===== config.mk =====
export PLATFORM = sky130hd
export DESIGN_NAME = tsd_regs
export DESIGN_NICKNAME = d
export VERILOG_FILES = /design/src/hw/tsd_pkg.sv /design/src/hw/tsd_swap_timer.sv /design/src/hw/tsd_regs.sv
export VERILOG_INCLUDE_DIRS = /design/src /design/src/hw
export SDC_FILE = /design/constraint.sdc
export NUM_CORES = 1
export LEC_CHECK = 0
export ABC_AREA = 1
export BUFFER_PORTS_ARGS = -buffer_cell sky130_fd_sc_hd__buf_2
export CORE_UTILIZATION = 47
export CTS_BUF_LIST = sky130_fd_sc_hd__clkbuf_2
export CTS_CLUSTER_DIAMETER = 50
export CTS_CLUSTER_SIZE = 14
export DETAILED_ROUTE_END_ITERATION = 6
export PLACE_DENSITY = 0.8
export SLEW_MARGIN = 10
export SYNTH_ARGS = -nofsm -noshare
export SYNTH_HDL_FRONTEND = slang
export SYNTH_SLANG_ARGS = --single-unit

===== constraint.sdc =====
create_clock -name sys_clk -period 2.27 [get_ports sys_clk]
set_clock_uncertainty 0.2 [all_clocks]
set_input_delay 0.454 -clock sys_clk [delete_from_list [all_inputs] [get_ports sys_clk]]
set_output_delay 0.454 -clock sys_clk [all_outputs]
set_load 0.005 [all_outputs]

===== src/hw/tsd_defines.svh =====
`ifndef TSD_DEFINES_SVH
`define TSD_DEFINES_SVH

// ==========================================================
// Register indexes (byte address is four times the index)
`define TSD_IDX_GAIN        10'h07a
`define TSD_IDX_BANDGAP     10'h07c
`define TSD_IDX_TERM_A      10'h07e
`define TSD_IDX_TERM_B      10'h07f
`define TSD_IDX_TERM_C      10'h080
`define TSD_IDX_TERM_D      10'h081
`define TSD_IDX_SWAP_DLY    10'h09a

// ==========================================================
// Field positions and widths
`define TSD_GAIN_MSB        7
`define TSD_BANDGAP_MSB     3
`define TSD_TERM_MSB        7
`define TSD_SWAP_DLY_MSB    4

// ==========================================================
// Reset values
`define TSD_SWAP_DLY_RST    5'h08

// ==========================================================
// Swap overlap: base cycles plus twice the delay
`define TSD_OVERLAP_BASE    7'h04

`endif


===== src/hw/tsd_pkg.sv =====
package tsd_pkg;

    typedef enum logic [0:0] {
        TSD_SWAP_IDLE    = 1'b0,
        TSD_SWAP_OVERLAP = 1'b1
    } tsd_swap_state_type;

    typedef logic [9:0] tsd_index_type;

endpackage


===== src/hw/tsd_swap_timer.sv =====
`timescale 1ns/1ps
`include "tsd_defines.svh"

module tsd_swap_timer
    import tsd_pkg::*;
(
    // Clock and reset
    input  wire logic       sys_clk,
    input  wire logic       resetn,
    // Control
    input  wire logic       start,
    input  wire logic [4:0] delay,
    // Status
    output logic            overlap,
    output logic            release_pulse
);

    tsd_swap_state_type state_r;
    tsd_swap_state_type state_nxt;
    logic [6:0]         cnt_r;
    logic [6:0]         cnt_nxt;
    logic               overlap_nxt;
    logic               release_nxt;
    wire logic [6:0]    load_len;
    wire logic          cnt_done;

    // ==========================================================
    // Overlap length 4 + 2*delay
    assign load_len = {1'b0, delay, 1'b0} + `TSD_OVERLAP_BASE;
    assign cnt_done = (cnt_r == 7'h00);

    always_comb begin
        state_nxt   = state_r;
        cnt_nxt     = cnt_r;
        overlap_nxt = overlap;
        release_nxt = 1'b0;
        unique case (state_r)
            TSD_SWAP_IDLE: begin
                if (start) begin
                    state_nxt   = TSD_SWAP_OVERLAP;
                    cnt_nxt     = load_len - 7'h01;
                    overlap_nxt = 1'b1;
                end
            end
            TSD_SWAP_OVERLAP: begin
                if (cnt_done) begin
                    state_nxt   = TSD_SWAP_IDLE;
                    overlap_nxt = 1'b0;
                    release_nxt = 1'b1;
                end else begin
                    cnt_nxt = cnt_r - 7'h01;
                end
            end
        endcase
    end

    always_ff @(posedge sys_clk) begin
        if (!resetn) begin
            state_r       <= TSD_SWAP_IDLE;
            cnt_r         <= 7'h00;
            overlap       <= 1'b0;
            release_pulse <= 1'b0;
        end else begin
            state_r       <= state_nxt;
            cnt_r         <= cnt_nxt;
            overlap       <= overlap_nxt;
            release_pulse <= release_nxt;
        end
    end

    // ==========================================================
    // Checks
    logic [6:0] ovl_len_r;
    logic [6:0] exp_len_r;

    always_ff @(posedge sys_clk) begin
        if (!resetn) begin
            ovl_len_r <= 7'h00;
            exp_len_r <= 7'h00;
        end else if (state_r == TSD_SWAP_IDLE && start) begin
            ovl_len_r <= 7'h00;
            exp_len_r <= load_len;
        end else if (overlap) begin
            ovl_len_r <= ovl_len_r + 7'h01;
        end
    end
endmodule


===== src/hw/tsd_regs.sv =====
// The implementer's own choice: register access over APB.
`timescale 1ns/1ps
`include "tsd_defines.svh"

module tsd_regs
    import tsd_pkg::*;
(
    // Clock and reset
    input  wire logic        sys_clk,
    input  wire logic        resetn,
    // APB slave
    input  wire logic        psel,
    input  wire logic        penable,
    input  wire logic        pwrite,
    input  wire logic [11:0] paddr,
    input  wire logic [31:0] pwdata,
    output logic             pready,
    output logic [31:0]      prdata,
    output logic             pslverr,
    // Factory fuse values
    input  wire logic [7:0]  fuse_gain,
    input  wire logic [3:0]  fuse_bandgap,
    input  wire logic [7:0]  fuse_term_a,
    input  wire logic [7:0]  fuse_term_b,
    input  wire logic [7:0]  fuse_term_c,
    input  wire logic [7:0]  fuse_term_d,
    // Calibration engine
    input  wire logic        cal_enable,
    input  wire logic        swap_start,
    output logic             swap_overlap,
    output logic             swap_release,
    // Trim outputs
    output logic [7:0]       core_gain_adjust_r,
    output logic [3:0]       bandgap_reference_adjust_r,
    output logic [7:0]       input_termination_adjust_a_r,
    output logic [7:0]       input_termination_adjust_b_r,
    output logic [7:0]       input_termination_adjust_c_r,
    output logic [7:0]       input_termination_adjust_d_r,
    output logic [4:0]       swap_overlap_delay_r
);

    // ==========================================================
    // Fuse synchronisers
    logic [43:0] fuse_s1_r;
    logic [43:0] fuse_s2_r;

    always_ff @(posedge sys_clk) begin
        fuse_s1_r <= {fuse_gain, fuse_bandgap, fuse_term_a, fuse_term_b, fuse_term_c, fuse_term_d};
        fuse_s2_r <= fuse_s1_r;
    end

    wire logic [7:0] fz_gain    = fuse_s2_r[43:36];
    wire logic [3:0] fz_bandgap = fuse_s2_r[35:32];
    wire logic [7:0] fz_term_a  = fuse_s2_r[31:24];
    wire logic [7:0] fz_term_b  = fuse_s2_r[23:16];
    wire logic [7:0] fz_term_c  = fuse_s2_r[15:8];
    wire logic [7:0] fz_term_d  = fuse_s2_r[7:0];

    // ==========================================================
    // APB decode
    function automatic logic hit(input logic [11:0] addr, input tsd_index_type idx);
        hit = (addr[11:2] == idx) && (addr[1:0] == 2'b00);
    endfunction

    wire logic hit_gain  = hit(paddr, `TSD_IDX_GAIN);
    wire logic hit_bg    = hit(paddr, `TSD_IDX_BANDGAP);
    wire logic hit_ta    = hit(paddr, `TSD_IDX_TERM_A);
    wire logic hit_tb    = hit(paddr, `TSD_IDX_TERM_B);
    wire logic hit_tc    = hit(paddr, `TSD_IDX_TERM_C);
    wire logic hit_td    = hit(paddr, `TSD_IDX_TERM_D);
    wire logic hit_dly   = hit(paddr, `TSD_IDX_SWAP_DLY);
    wire logic hit_any   = hit_gain | hit_bg | hit_ta | hit_tb | hit_tc | hit_td | hit_dly;
    wire logic setup_ph  = psel && !penable;
    wire logic wr_commit = psel && penable && pready && pwrite && hit_any;

    wire logic [31:0] rd_mux =
        hit_gain ? {24'h000000, core_gain_adjust_r}                        :
        hit_bg   ? {28'h0000000, bandgap_reference_adjust_r}               :
        hit_ta   ? {24'h000000, input_termination_adjust_a_r}              :
        hit_tb   ? {24'h000000, input_termination_adjust_b_r}              :
        hit_tc   ? {24'h000000, input_termination_adjust_c_r}              :
        hit_td   ? {24'h000000, input_termination_adjust_d_r}              :
        hit_dly  ? {27'h0, swap_overlap_delay_r}                           :
                   32'h00000000;

    // ==========================================================
    // APB answer: one access cycle
    always_ff @(posedge sys_clk) begin
        if (!resetn) begin
            pready  <= 1'b0;
            prdata  <= 32'h00000000;
            pslverr <= 1'b0;
        end else begin
            pready  <= setup_ph;
            pslverr <= setup_ph && !hit_any;
            prdata  <= (setup_ph && !pwrite) ? rd_mux : 32'h00000000;
        end
    end

    // ==========================================================
    // Trim registers, fuse load at reset; swap delay loads TSD_SWAP_DLY_RST instead
    always_ff @(posedge sys_clk) begin
        if (!resetn) begin
            core_gain_adjust_r           <= fz_gain;
            bandgap_reference_adjust_r   <= fz_bandgap;
            input_termination_adjust_a_r <= fz_term_a;
            input_termination_adjust_b_r <= fz_term_b;
            input_termination_adjust_c_r <= fz_term_c;
            input_termination_adjust_d_r <= fz_term_d;
            swap_overlap_delay_r         <= `TSD_SWAP_DLY_RST;
        end else if (wr_commit) begin
            if (hit_gain) begin
                core_gain_adjust_r <= pwdata[`TSD_GAIN_MSB:0];
            end
            if (hit_bg) begin
                bandgap_reference_adjust_r <= pwdata[`TSD_BANDGAP_MSB:0];
            end
            if (hit_ta) begin
                input_termination_adjust_a_r <= pwdata[`TSD_TERM_MSB:0];
            end
            if (hit_tb) begin
                input_termination_adjust_b_r <= pwdata[`TSD_TERM_MSB:0];
            end
            if (hit_tc) begin
                input_termination_adjust_c_r <= pwdata[`TSD_TERM_MSB:0];
            end
            if (hit_td) begin
                input_termination_adjust_d_r <= pwdata[`TSD_TERM_MSB:0];
            end
            if (hit_dly) begin
                swap_overlap_delay_r <= pwdata[`TSD_SWAP_DLY_MSB:0];
            end
        end
    end

    // ==========================================================
    // Background swap overlap; delay assumed stable while calibrating
    wire logic swap_go = swap_start && cal_enable;

    tsd_swap_timer u_swap_timer (
        .sys_clk       (sys_clk),
        .resetn        (resetn),
        .start         (swap_go),
        .delay         (swap_overlap_delay_r),
        .overlap       (swap_overlap),
        .release_pulse (swap_release)
    );
endmodule


# ---- Yosys cells after proc, flatten, opt, wreduce, memory -nomap -nowiden
# Index checks and enable logic that the tools add are counted.
dict set report op_classes {
  n_mux 35
  bitwise 9
  n_eq_ne 17
  addsub 3
  reduce_logical 32
}
# op count
set ops {}
lappend ops {{$mux 8} 21}
lappend ops {{$eq 10x7->1 const B} 4}
lappend ops {{$eq 10x8->1 const B} 3}
lappend ops {{$reduce_and 2->1} 11}
lappend ops {{$logic_and 1x1->1} 15}
lappend ops {{$mux 7} 2}
lappend ops {{$ne 2x1->1 const B} 7}
lappend ops {{$pmux 7 s2} 1}
lappend ops {{$sub 7x1->7 const B} 2}
lappend ops {{$mux 4} 3}
lappend ops {{$reduce_or 8->1} 1}
lappend ops {{$add 6x3->7 const B} 1}
lappend ops {{$logic_not 7->1} 1}
lappend ops {{$ne 2x2->1 const B} 3}
lappend ops {{$or 1x1->1} 6}
lappend ops {{$mux 1} 5}
lappend ops {{$mux 5} 1}
lappend ops {{$pmux 1 s2} 2}
lappend ops {{$logic_not 1->1} 3}
lappend ops {{$not 1->1} 3}
lappend ops {{$logic_not 2->1} 1}
dict set report totals {
  input_bits 95
  elab_cells 113
  regBits 181
}

# ---- Depth between registers and ports, before layout
# Gate-level depths: netlist of run 1.
dict set report logic_depth {
  ltp_word 11
  ltp_mapped 12
  mapped_depth_nobuf 12
}

# ---- Cells and area by module
# From an unflattened synthesis of run 1, not the netlist that was laid out.
dict set report hier_totals {
  hier_cells 592
  hier_area_um2 5698.0
}
# module seq_area_each_um2 n_inst cells_each area_per_inst_um2
set by_module_without_submodules {}
lappend by_module_without_submodules {tsd_regs 3383.2 1 493 5004.8}
lappend by_module_without_submodules {tsd_swap_timer 200.2 1 99 693.2}

# ---- Least setup slack after synthesis of run 1
# OpenSTA, ideal clock, no wires.
dict set report synth_timing {
  path_kind {input to register}
  startpoint {in paddr[11]}
  endpoint {reg core_gain_adjust_r[0] (enable)}
  setup_slack_ps -170
  cell_stages 9
  arrival_ps 1856
  path_cell_list {nor2_4 inv_2 nor3_4 nand2_4 nor2_4 nor2_1 nand2_4 nand2_2 o21ai_0}
}
dict set report synth_between {
  elab_chain_len 11
  elab_cells_between_ends 24
}
# element line_no
set synth_rtl {}
lappend synth_rtl {{start, declared} tsd_regs.sv:15} ;# input wire logic [11:0] paddr,
lappend synth_rtl {{$eq 10x7->1} tsd_regs.sv:62} ;# hit = (addr[11:2] == idx) && (addr[1:0] == 2'b00);
lappend synth_rtl {{$logic_and 1x1->1} tsd_regs.sv:62}
lappend synth_rtl {{$or 1x1->1 (6 in series)} tsd_regs.sv:72} ;# wire logic hit_any = hit_gain | hit_bg | hit_ta | hit_tb | hit_tc | hit_td | hit_dly;
lappend synth_rtl {{$logic_and 1x1->1} tsd_regs.sv:74} ;# wire logic wr_commit = psel && penable && pready && pwrite && hit_any;
lappend synth_rtl {{$ne 2x1->1 (no line)} -}
lappend synth_rtl {{$reduce_and 2->1 (no line) (*)} -}
lappend synth_rtl {{end signal, assigned} tsd_regs.sv:104} ;# core_gain_adjust_r <= fz_gain;
lappend synth_rtl {{end signal, assigned} tsd_regs.sv:113} ;# core_gain_adjust_r <= pwdata[`TSD_GAIN_MSB:0];
lappend synth_rtl {{end, declared} tsd_regs.sv:33} ;# output logic [7:0] core_gain_adjust_r,
# Mark *: on every way between the ends. The rest lies on a longest branch, timed or not.
# A chain may end at the register's enable or synchronous reset.

# ---- Worst setup path in the final report of run 1
dict set report layout_timing {
  startpoint {in penable}
  endpoint {reg swap_overlap_delay_r[1]}
}
dict set report layout_between {
  elab_chain_len 5
}
# element line_no
set layout_rtl {}
lappend layout_rtl {{start, declared} tsd_regs.sv:13} ;# input wire logic penable,
lappend layout_rtl {{$logic_and 1x1->1 (4 in series)} tsd_regs.sv:74}
lappend layout_rtl {{$reduce_and 2->1 (no line)} -}
lappend layout_rtl {{end signal, assigned} tsd_regs.sv:110} ;# swap_overlap_delay_r <= `TSD_SWAP_DLY_RST;
lappend layout_rtl {{end signal, assigned} tsd_regs.sv:131} ;# swap_overlap_delay_r <= pwdata[`TSD_SWAP_DLY_MSB:0];
lappend layout_rtl {{end, declared} tsd_regs.sv:39} ;# output logic [4:0] swap_overlap_delay_r
# No other way between the ends.

==> results list, run 1 <==
- Drt via density: 4.83
- By startpoint and endpoint, the worst setup path is classified as primary input to flip-flop.
- The clock passes through at most 2 buffers.
- Dividing the detail-routed wire length by the instance count gives 14.0 um.
- Share of the synthesized area in the top cell type: 40.3%
* Antenna viol nets, final: 0
* Largest net degree at the start of global routing: 45
- Number of nets in the layout: 902
- Die area: 12400 um2
- 180 I/O pins were placed.
- The wire-length estimate of the detail-placed layout is 9.62 mm.
* Fraction of final layout cells with drive strength greater than 1: 27.1%
* Remaining DRCs: 22
* Area of the core region: 11500 um2
- Number of buffers added for setup after CTS: 0
- The critical path starts at penable.
- The worst setup path is launched from a primary input.
- CTS saw 157 sinks.
* Final Cycle Share: 89.2%
- TritonCTS built the clock tree.
- Setup repair after global routing left no endpoint under its margin.
* Clock network latency to the later pin of the worst-skew pair: 0.71 ns
- Among the stages of the critical path, the cell type that occurs most often is sky130_fd_sc_hd__nor2_1.
- Wire segments on met3 add up to 1.19 mm in the final route.
- Worst-case register-to-register setup slack: 0.26 ns
* Clock root buffer: sky130_fd_sc_hd__clkbuf_2
* Post-layout power: 5.09 mW
- Die Y-Extent: 111 um
- For the finished layout, the period the worst path requires is 2.02 ns.
- Routability-driven placement finished with a final weighted congestion of 0.863.
- Relative slew slack: 55.4%
* Largest area contributor in the synthesized netlist: sky130_fd_sc_hd__dfxtp_1
- In this run, synthesis produced a sequential element count of 157.
- The H-tree was split into 4 levels.
- STA classifies the critical path endpoint as a flip-flop.
- Wire length the detailed router placed on met1: 5.20 mm
* Antenna violations before repair: 0
- The slowest stage of the critical path is the sky130_fd_sc_hd__dlygate4sd3_1 cell.
* Total count of hold-check failures in the final report: 0
- Vias: 4631
- Before antenna repair, the detailed router went through 7 iterations.
* Top cells by area in the synthesized netlist: sky130_fd_sc_hd__dfxtp_1 40%, sky130_fd_sc_hd__edfxtp_1 24%, sky130_fd_sc_hd__nand2_1 11%
- Measured on the finished design, the core utilization comes to 64.2%.
- Counting every instance in the synthesized netlist gives 574.
* Cell Rows: 39
- Static timing analysis puts the maximum clock frequency at 494 MHz.
* Violated checks: design-rule violations
- Max Cap Violations: 0
- For this run, the total global-route usage over all layers was measured as 22.7%.
- Largest fanout on the critical path: 9
* Number of global-route vias before repair: 4600
- The number of antenna diodes in the final layout is 0.
- Detail Route met2 WL: 6.50 mm
- In this run the mean area of a mapped cell was 9.78 um2.
* Synthesis-to-finish area growth: 31.6%
- Number of buffers inserted by port buffering: 131
- Outcome: finished, violations left
- Most common cell after layout, fill and taps aside: sky130_fd_sc_hd__nand2_1
- Signal routing reaches up to met4.
* Sum of negative setup slack: 0 ns
- The worst hold path begins at fuse_s1_r[12].
* Drt initial violations: 384
- The routed design has 13.4 mm of wire.
- Data arrival time at the worst-slack endpoint: 2.45 ns
* Slowest stage delay, CP: 0.56 ns
- Worst-path cell chain: dlygate4sd3_1 -> buf_2 -> nand3_1 -> nor2_1 -> buf_4 -> nand3_4 -> nor2_1 -> nor2_1 -> dlygate4sd3_1
- Pin slew with the least headroom to its limit: 0.664 ns
- The cell area that synthesis handed to floorplanning was 5610 um2.
- Reported leakage power: 3.55 nW
* Inserted Clock Buffers: 17
- Die W: 111 um
- Final-report max-slew violation count: 0
- The initial utilization of the core area, before any placement, comes to 48.8%.
- Hold/Removal Path Class: flip-flop to flip-flop
- For the worst setup path, the data required time is 2.69 ns.
* Global-route wire length before repair: 21.6 mm
* Sum of overflow across all layers after global routing: 0
- Leading cell types in the layout, fill and taps excluded: 165 x sky130_fd_sc_hd__nand2_1, 131 x sky130_fd_sc_hd__buf_2, 113 x sky130_fd_sc_hd__dfxtp_1
- Setup violations remaining at the end of the flow were counted as 0.
* Portion of the post-synthesis area used by sequential elements: 63.8%
- Beginning of the worst register-to-register path: pready
- Clock transition at the register clock pins on the worst setup and hold paths after CTS: 0.23 ns
* Post-synthesis cell type count: 38
- Worst vdd rail ir drop: 0.000636 V
- Number of warning messages in the yosys log: 0
- Power spread over the standard cell area amounts to 689 nW/um2.
## cell families after synthesis
group                      Yosys count  synth area share (%)
and+or+nand+nor                    269                  21.9
DFF                                157                  63.8
buffers and inverters               81                  7.27
AOI/OAI and AO/OA                   61                  5.95
adders and majority gates            3                 0.669
xor gates and xnor gates             2                 0.312
other                                1                0.0668
## metrics by stage
| step | instance area (um2) | std cells | setup WS (ns) | hold WS, ns |
|---|---|---|---|---|
| 2_1_floorplan | 5700 | 597 | -0.170 | 0.110 |
| 3_3_place_gp | 6490 | 862 | 0.0331 | 0.111 |
| 3_5_place_dp | 6490 | 862 | -0.0443 | 0.112 |
| 4_1_cts | 7390 | 959 | 0.249 | 0.109 |
| 5_1_grt | 7390 | 959 | 0.124 | 0.0810 |
| 6_report | 7390 | 959 | 0.245 | 0.128 |
## flip-flops by register name, indices dropped and copies added (netlist names)
register	cells
input_termination_adjust_c_r	8
fuse_s2_r	44
u_swap_timer.release_pulse	1
u_swap_timer.cnt_r	7
pready	1
fuse_s1_r	44
input_termination_adjust_a_r	8
input_termination_adjust_b_r	8
bandgap_reference_adjust_r	4
input_termination_adjust_d_r	8
prdata	8
u_swap_timer.overlap	1
u_swap_timer.state_r	1
swap_overlap_delay_r	5
pslverr	1
core_gain_adjust_r	8
## what timing repair did
item                       in CTS  in global routing
hold endpoints to repair      105                  0
setup endpoints to repair       0                  1
hold buffers                   66                  0
gates resized for setup         0                  1
## cell usage after synthesis, drive strengths merged
library cell	instances
inv	46
xor2	1
nor2	49
o22ai	1
o211ai	5
nand3	26
o21ai	28
edfxtp	44
o41ai	1
nor4	3
clkbuf	7
clkinv	1
ha	3
xnor2	1
a21oi	21
buf	27
a31oi	4
o31ai	1
nor3	8
nand3b	2
dfxtp	113
or2	3
conb	1
nand2	174
nand4	4
## path summary, 6_finish.rpt
kind | end | depth (start not counted)
setup / recovery | swap_overlap_delay_r[1] | 9
setup reg to reg | swap_overlap_delay_r[1] | 7
hold / removal | fuse_s2_r[12] | 0
hold reg to reg | fuse_s2_r[12] | 0
## layer usage
metal  vias to the layer above  global-route usage [%]
li1                       2272                       -
met1                      2081                    24.4
met2                       234                    38.8
met3                        44                    8.04
met4                         0                    12.8
met5                         -                       0
## area by class of cell
cell class,instances,area (um2)
Tap cell,143,179
Inverter,47,176
Clock inverter,14,149
Timing Repair Buffer,222,1500
Sequential cell,157,3580
Clock buffer,17,85.1
Multi-Input combinational cell,359,1710
Fill cell,893,4130
## critical path, delay by kind of cell
kind | cells | cell delay [ns]
buffers and inverters | 4 | 1.39
and+or+nand+nor | 5 | 0.61
## report_power, final
part / total, mW / internal (mW) / switching [mW] / leakage, nW
registers: 3.12 / 3.05 / 0.0683 / 1.38
clock network: 1.47 / 0.440 / 1.03 / 0.144
logic: 0.499 / 0.235 / 0.264 / 2.02
total: 5.09 / 3.72 / 1.37 / 3.55
Power figures use the tool's default switching activity.
==> run 2: changes to the inputs <==
--- a/config.mk
+++ b/config.mk
@@ -7,13 +7,13 @@
 export NUM_CORES = 1
 export LEC_CHECK = 0
 export ABC_AREA = 1
-export BUFFER_PORTS_ARGS = -buffer_cell sky130_fd_sc_hd__buf_2
-export CORE_UTILIZATION = 47
+export CORE_UTILIZATION = 45
 export CTS_BUF_LIST = sky130_fd_sc_hd__clkbuf_2
 export CTS_CLUSTER_DIAMETER = 50
 export CTS_CLUSTER_SIZE = 14
 export DETAILED_ROUTE_END_ITERATION = 6
-export PLACE_DENSITY = 0.8
+export DONT_BUFFER_PORTS = 1
+export PLACE_DENSITY = 0.64
 export SLEW_MARGIN = 10
 export SYNTH_ARGS = -nofsm -noshare
 export SYNTH_HDL_FRONTEND = slang
==> run 2 against run 1 <==
The flow now finishes without violations. Global-route usage is 0.059 points lower. Largest cell class unchanged. Count of clock-buffer cells in the layout is 1 higher. Critical path type unchanged. Fmax is 7.8% lower. Critical path depth decreased by 1. Clock power is 14% higher. Sequential share of layout area is 1.4 points higher.
==> results list, run 2 (synthesized netlist as in run 1, its figures left out) <==
- From left edge to right edge, the die measures 114 um.
- Worst endpoint required time: 2.72 ns
- The clock period could shrink to 2.20 ns.
- Number of global-route vias before repair: 4278
- Data arrival time at the worst-slack endpoint: 2.65 ns
- Remaining DRCs: 0
* Antenna violations before repair: 0
* Largest net degree at the start of global routing: 37
- Global routing consumed, on the met2 layer, 38.4% of the routing resources.
- Clock sink count: 157
- Walking the worst path, the cells encountered are dlygate4sd3_1 -> nor2_4 -> nand2_2 -> nor3_4 -> dlygate4sd3_1 -> buf_4 -> nand2_1 -> a21oi_1.
- CP most frequent cell: sky130_fd_sc_hd__dlygate4sd3_1
* Sum of overflow across all layers after global routing: 0
* Clock transition at the register clock pins on the worst setup and hold paths after CTS: 0.21 ns
* Drt via density: 4.78
* Clock network latency to the later pin of the worst-skew pair: 0.72 ns
- Counting the buffers created by CTS gives 17.
- Deepest level of the CTS H-tree: 4
* Post-layout power: 5.24 mW
- Compared with the post-synthesis result, the final layout area differs by 28.0%.
* Die Y-Extent: 114 um
* Startpoint types: primary input
* Final-report setup violation count: 0
* Initial core utilization: 46.5%
- Relative slew slack: 47.6%
- 180 I/O pins were placed.
* Number of nets in the layout: 807
* Global-route wire length before repair: 21.8 mm
* Routed length per placed instance: 15.5 um
- TritonCTS built the clock tree.
- Busiest metal layer after global routing: met2
* Crit-path slowest cell: sky130_fd_sc_hd__dlygate4sd3_1
- Total global routing track utilization: 22.7%
* Crit Path Category: primary input to flip-flop
- Global routing used 25.3% of the available met1 tracks.
- After detailed routing, the total wire length is 13.8 mm.
- For this run, the slowest stage of the critical path takes 0.68 ns.
* Layout Cells excl Fill: 890
* Antenna fix cells: 0
* Max Cap Violations: 0
- For this design the ratio of total power to cell area is 729 nW/um2.
- Final Cycle Share: 96.7%
- Global routing consumed, on the met3 layer, 7.65% of the routing resources.
- Total count of hold-check failures in the final report: 0
* Fraction of final layout cells with drive strength greater than 1: 11.9%
- Cell Rows: 40
* Source of the critical timing path: paddr[1]
- Worst Setup End Kind: flip-flop
- Port buffering added 0 buffers.
- Hold/Removal Path Class: primary input to flip-flop
- The final count of pins violating max slew is 0.
- Pin slew with the least headroom to its limit: 0.786 ns
* Die area: 12900 um2
- Antenna viol nets, final: 0
* Worst vdd rail ir drop: 0.000544 V
- Setup repair after global routing left no endpoint under its margin.
- Highest achievable clock rate: 456 MHz
- Startpoint of the most critical hold path: fuse_term_d[5]
- Beginning of the worst register-to-register path: u_swap_timer.state_r
- Clock root buffer: sky130_fd_sc_hd__clkbuf_2
- Most common cell after layout, fill and taps aside: sky130_fd_sc_hd__nand2_1
- Leading cell types in the layout, fill and taps excluded: 165 x sky130_fd_sc_hd__nand2_1, 112 x sky130_fd_sc_hd__dfxtp_1, 107 x sky130_fd_sc_hd__dlygate4sd3_1
- The longest clock path from root to sink contains 2 buffers.
- Once detailed placement completed, the half-perimeter wirelength came to 9.33 mm.
- The core region is 12100 um2.
- Drt initial violations: 296
- GP Congestion: 0.894
* Length of the first detailed-routing pass in iterations: 5
- Summing over every cut layer, the via total after detailed routing is 4256.
- Reported leakage power: 3.16 nW
- Post-CTS timing repair inserted 0 buffers for setup.
- Counting tap cells, the placed design contains a total of 750 instances.
* Registers with the highest flip-flop counts: fuse_s1_r: 44 flops, fuse_s2_r: 44 flops
* Outcome: finished, final reports clean
- Of all nets on the critical path, the largest fanout is 5.
## run 2: cell types whose count changed in the layout (fill, tap and decap cells not counted), sizes merged
cell	before	now
dlymetal6s4s	0	1
clkinv	3	5
bufinv	1	3
dlygate4sd3	66	107
clkinvlp	1	0
inv	56	53
buf	156	19
clkbuf	17	18
## run 2: worst paths after layout
kind,cells after the start,end,slack (ns)
worst max register to register,7,u_swap_timer.cnt_r[4],0.18
worst min register to register,0,fuse_s2_r[11],0.14
worst max-delay path,8,prdata[6],0.07
worst min-delay path,1,fuse_s1_r[5],0.08
## run 2: metal layers
| layer | vias up | share of wire, % |
|---|---|---|
| met5 | - | 0 |
| li1 | 2084 | - |
| met1 | 1947 | 40 |
| met2 | 193 | 50 |
| met3 | 32 | 7.6 |
| met4 | 0 | 3.1 |
## run 2: stage by stage
stage | area, um2 | setup TNS (ns) | setup WS (ns) | hold WS [ns] | util [%]
5_1_grt | 7180 | 0 | 0.00744 | 0.00383 | 59.6
3_3_place_gp | 5820 | -0.0911 | -0.00905 | 0.112 | 48.3
6_report | 7180 | 0 | 0.0748 | 0.0784 | 59.6
4_1_cts | 7130 | 0 | 0.000994 | 0.00156 | 59.1
3_5_place_dp | 5820 | -0.273 | -0.0242 | 0.112 | 48.3
2_1_floorplan | 5700 | -6.82 | -0.170 | 0.110 | -
## run 2: power by group
| group | internal (mW) | switching [mW] |
|---|---|---|
| logic | 0.205 | 0.213 |
| registers | 3.05 | 0.0956 |
| clock network | 0.653 | 1.02 |
| total | 3.91 | 1.33 |
## run 2: critical path, delay by kind of cell
kind / cells / cell delay (ns)
buffers and inverters: 3 / 1.42
AND/OR/NAND/NOR: 4 / 0.61
AO/OA/AOI/OAI: 1 / 0.14
## run 2: what timing repair did
item                                    4_1_cts  5_1_grt
endpoints found under the hold margin       157        5
hold buffers                                103        5
endpoints found under the setup margin        0       13
gates resized for setup                       0        4
## run 2: final cells by class
| class | count | area, um2 |
|---|---|---|
| fill | 996 | 4880 |
| multi-input combinational | 359 | 1710 |
| sequential | 157 | 3580 |
| clock inverter | 14 | 183 |
| inverter | 47 | 176 |
| timing repair buffer | 127 | 1230 |
| clock buffer | 18 | 90.1 |
| tap | 168 | 210 |
==> run 3: changes to the inputs <==
--- a/config.mk
+++ b/config.mk
@@ -13,8 +13,9 @@
 export CTS_CLUSTER_SIZE = 14
 export DETAILED_ROUTE_END_ITERATION = 6
 export DONT_BUFFER_PORTS = 1
-export PLACE_DENSITY = 0.64
+export PLACE_DENSITY = 0.62
 export SLEW_MARGIN = 10
 export SYNTH_ARGS = -nofsm -noshare
 export SYNTH_HDL_FRONTEND = slang
+export SYNTH_HIERARCHICAL = 1
 export SYNTH_SLANG_ARGS = --single-unit
==> constraint.sdc (replaced) <==
create_clock -name sys_clk -period 2.7 [get_ports sys_clk]
set_clock_uncertainty 0.2 [all_clocks]
set_input_delay 0.54 -clock sys_clk [delete_from_list [all_inputs] [get_ports sys_clk]]
set_output_delay 0.54 -clock sys_clk [all_outputs]
set_load 0.005 [all_outputs]
==> run 3 against run 2 <==
Via count down 6.3%. Wire length is 4.9% lower. Final cell count fell by 4.5%. Critical path depth up 2. Global-route usage is 1.1 points lower. Area after synthesis increased by 1.5%. Synthesized cell count up 3.1%. Largest cell class unchanged. Critical path type unchanged. Utilization down 4.3 points. Non-clock buffer count is 58 lower. Largest power group unchanged. Combinational power down 24%.
==> results list, run 3 <==
* Vias: 3986
- The die is 115 um tall.
* Resize count post-CTS: 0
- Summing all multi-input logic gate instances after layout gives 1750 um2.
* Synthesis-to-finish area growth: 17.9%
- Entering global routing, the biggest net connects 45 pins.
- Data arrival time at the worst-slack endpoint: 2.84 ns
- Most common cell after layout, fill and taps aside: sky130_fd_sc_hd__nand2_1
* Cell area after technology mapping: 5700 um2
* Relative slew slack: 43.4%
- Cell area power density: 653 nW/um2
- The initial antenna violation count is 0.
* Min cycle time layout: 2.41 ns
* Most used flip-flop cell after synthesis: sky130_fd_sc_hd__dfxtp_1
- Routed length per placed instance: 15.5 um
* Registers with the highest flip-flop counts: fuse_s1_r: 44 flops, fuse_s2_r: 44 flops
* Slowest stage delay, CP: 0.59 ns
* Worst vdd rail ir drop: 0.000505 V
- Global-route wire length before repair: 20.5 mm
* Reported leakage power: 3.07 nW
* Number of fill cells: 1105
* Drt via density: 4.69
* Pin slew with the least headroom to its limit: 0.846 ns
* Remaining DRCs: 0
- Number of buffers inserted by port buffering: 0
- The wire-length estimate of the detail-placed layout is 9.37 mm.
- Leading cell types in the layout, fill and taps excluded: 173 x sky130_fd_sc_hd__nand2_1, 113 x sky130_fd_sc_hd__dfxtp_1, 62 x sky130_fd_sc_hd__dlygate4sd3_1
- Die area: 13100 um2
* Cell with the most instances after synthesis: sky130_fd_sc_hd__nand2_1
- Total global routing track utilization: 21.5%
* Number of enable-type register cells in the synthesized netlist: 44
- By count the netlist is led by 173 x sky130_fd_sc_hd__nand2_1, 113 x sky130_fd_sc_hd__dfxtp_1, 50 x sky130_fd_sc_hd__inv_1.
- GP Congestion: 0.854
- The number of hold violations in the final report was 0.
* Hold Worst Slack: 0.0567 ns
- Share of the synthesized area in the top cell type: 39.7%
* Post-Place Cell Area: 5820 um2
- Count of pins on the block boundary: 180
- Max Cap Violations: 0
* Design area: 6720 um2
- Final-report setup violation count: 0
- Maximum count of clock buffers along a single path: 2
- For this configuration, the core starts out at a cell density of 46.9%.
* Clock sink count: 157
* Seq cells post-synth: 157
* Clock root buffer: sky130_fd_sc_hd__clkbuf_2
- The startpoint identified for the worst register-to-register timing path is pready.
* Source of the critical timing path: paddr[2]
* Final Cycle Share: 89.1%
- Counting the buffers created by CTS gives 17.
- Number of warning messages in the yosys log: 6
- Of the cells placed in the final design, the portion with a size suffix greater than 1 is 11.3%.
- In this run the worst path has a maximum fanout of 8.
- Clock-pin slew was measured on the worst setup and hold paths at 0.23 ns.
- Per-instance average area after synthesis: 9.62 um2
- Of all flip-flops after synthesis, the portion carrying an async set or reset was 0%.
* Fin worst setup slack: 0.294 ns
* Antenna viol nets, final: 0
- Hold/Removal Path Class: primary input to flip-flop
* Deepest level of the CTS H-tree: 4
- The run finished with clean final reports.
- Worst Setup End Kind: flip-flop
- Worst-path cell chain: dlygate4sd3_1 -> nor2_2 -> nand2_2 -> nor3_4 -> nor2_4 -> nand3_2 -> nand3_4 -> nand2_1 -> nand3_1 -> dlygate4sd3_1
- Number of nets in the layout: 768
- CP most frequent cell: sky130_fd_sc_hd__dlygate4sd3_1
- Clock network latency to the later pin of the worst-skew pair: 0.70 ns
- Cell Rows: 40
- Sum of routed wire length over all layers: 13.1 mm
* Crit-path slowest cell: sky130_fd_sc_hd__dlygate4sd3_1
- The number of global-route vias before repair is 3926.
- TritonCTS clock tree: built
* Drt initial violations: 243
- The final count of pins violating max slew is 0.
- Prior to clock tree synthesis, the placed netlist has a worst setup slack of 0.267 ns.
- Portion of the post-synthesis area used by sequential elements: 62.9%
- Summed over all failing endpoints, the final setup total negative slack is 0 ns.
- After floorplanning, the core was sized to cover 12200 um2.
- By area the synthesized netlist is led by sky130_fd_sc_hd__dfxtp_1 40%, sky130_fd_sc_hd__edfxtp_1 23%, sky130_fd_sc_hd__nand2_1 11%.
- The first detailed-routing pass ran for 5 iterations.
- Worst endpoint required time: 3.13 ns
- Register area: 3580 um2
- Startpoint of the most critical hold path: resetn
- Highest achievable clock rate: 416 MHz
- The worst setup path is launched from a primary input.
- Post-synthesis cell type count: 37
- Synthesis produced 592 cells.
- Antenna fix cells: 0
- Die W: 115 um
- Of all cell types, the one taking the most synthesized area is sky130_fd_sc_hd__dfxtp_1.
* Crit Path Category: primary input to flip-flop
- Setup repair after global routing left no endpoint under its margin.
* Sum of overflow across all layers after global routing: 0
-- run 3: area by class of cell --
cell class,count,share of cell area [%]
multi-input cells,365,26.0
clock buffers,18,1.34
repair buffers,69,10.0
flip-flops and latches,157,53.4
clock inverters,13,2.78
well taps,168,3.13
inverters,60,3.37
-- run 3: cell families (layout without fill, tap and decap cells) --
| family | count (synthesis) | count (layout) | synth area share, % |
|---|---|---|---|
| AND/OR/NAND/NOR | 281 | 281 | 22.7 |
| flip-flops | 157 | 157 | 62.9 |
| buffers and inverters | 93 | 160 | 7.99 |
| AO/OA/AOI/OAI | 56 | 56 | 5.49 |
| adder cells (fa/ha/maj) | 3 | 3 | 0.659 |
| other | 1 | 24 | 0.0658 |
| XOR/XNOR | 1 | 1 | 0.154 |
-- run 3: critical path: cells and delay by family --
kind,cells,cell delay [ns]
buffers and inverters,2,1.14
AND/OR/NAND/NOR,8,1.15
-- run 3: timing repair --
item	in CTS	in global routing
hold buffers	62	0
buffers inserted	0	0
endpoints found under the hold margin	152	0
-- run 3: where the power goes --
part	switching, mW	leakage (nW)	internal, mW
clock network	0.801	0.172	0.621
logic	0.184	1.52	0.136
registers	0.0791	1.38	2.57
-- run 3: worst paths after layout --
check | slack [ns] | cells after the start | end
max | 0.29 | 10 | swap_overlap_delay_r[3]
min | 0.06 | 2 | input_termination_adjust_d_r[3]
max reg2reg | 0.67 | 6 | swap_overlap_delay_r[3]
min reg2reg | 0.12 | 0 | fuse_s2_r[30]
-- run 3: stage by stage --
| step | std cells | util (%) | power, mW |
|---|---|---|---|
| after floorplan | 615 | - | 2.88 |
| after global placement | 757 | 47.8 | 2.93 |
| after detailed placement | 757 | 47.8 | 2.94 |
| after CTS | 850 | 55.2 | 4.43 |
| after global routing | 850 | 55.2 | 4.59 |
| final | 850 | 55.2 | 4.39 |
-- run 3: routing by layer --
layer	global-route usage, %	share of wire, %	wire length (um)	up-vias
met3	8.42	8.8	1160	27
met1	22.8	38	5040	1801
met5	0	0	0	-
li1	-	-	-	2006
met4	9.87	3.0	392	0
met2	37.7	50	6550	152
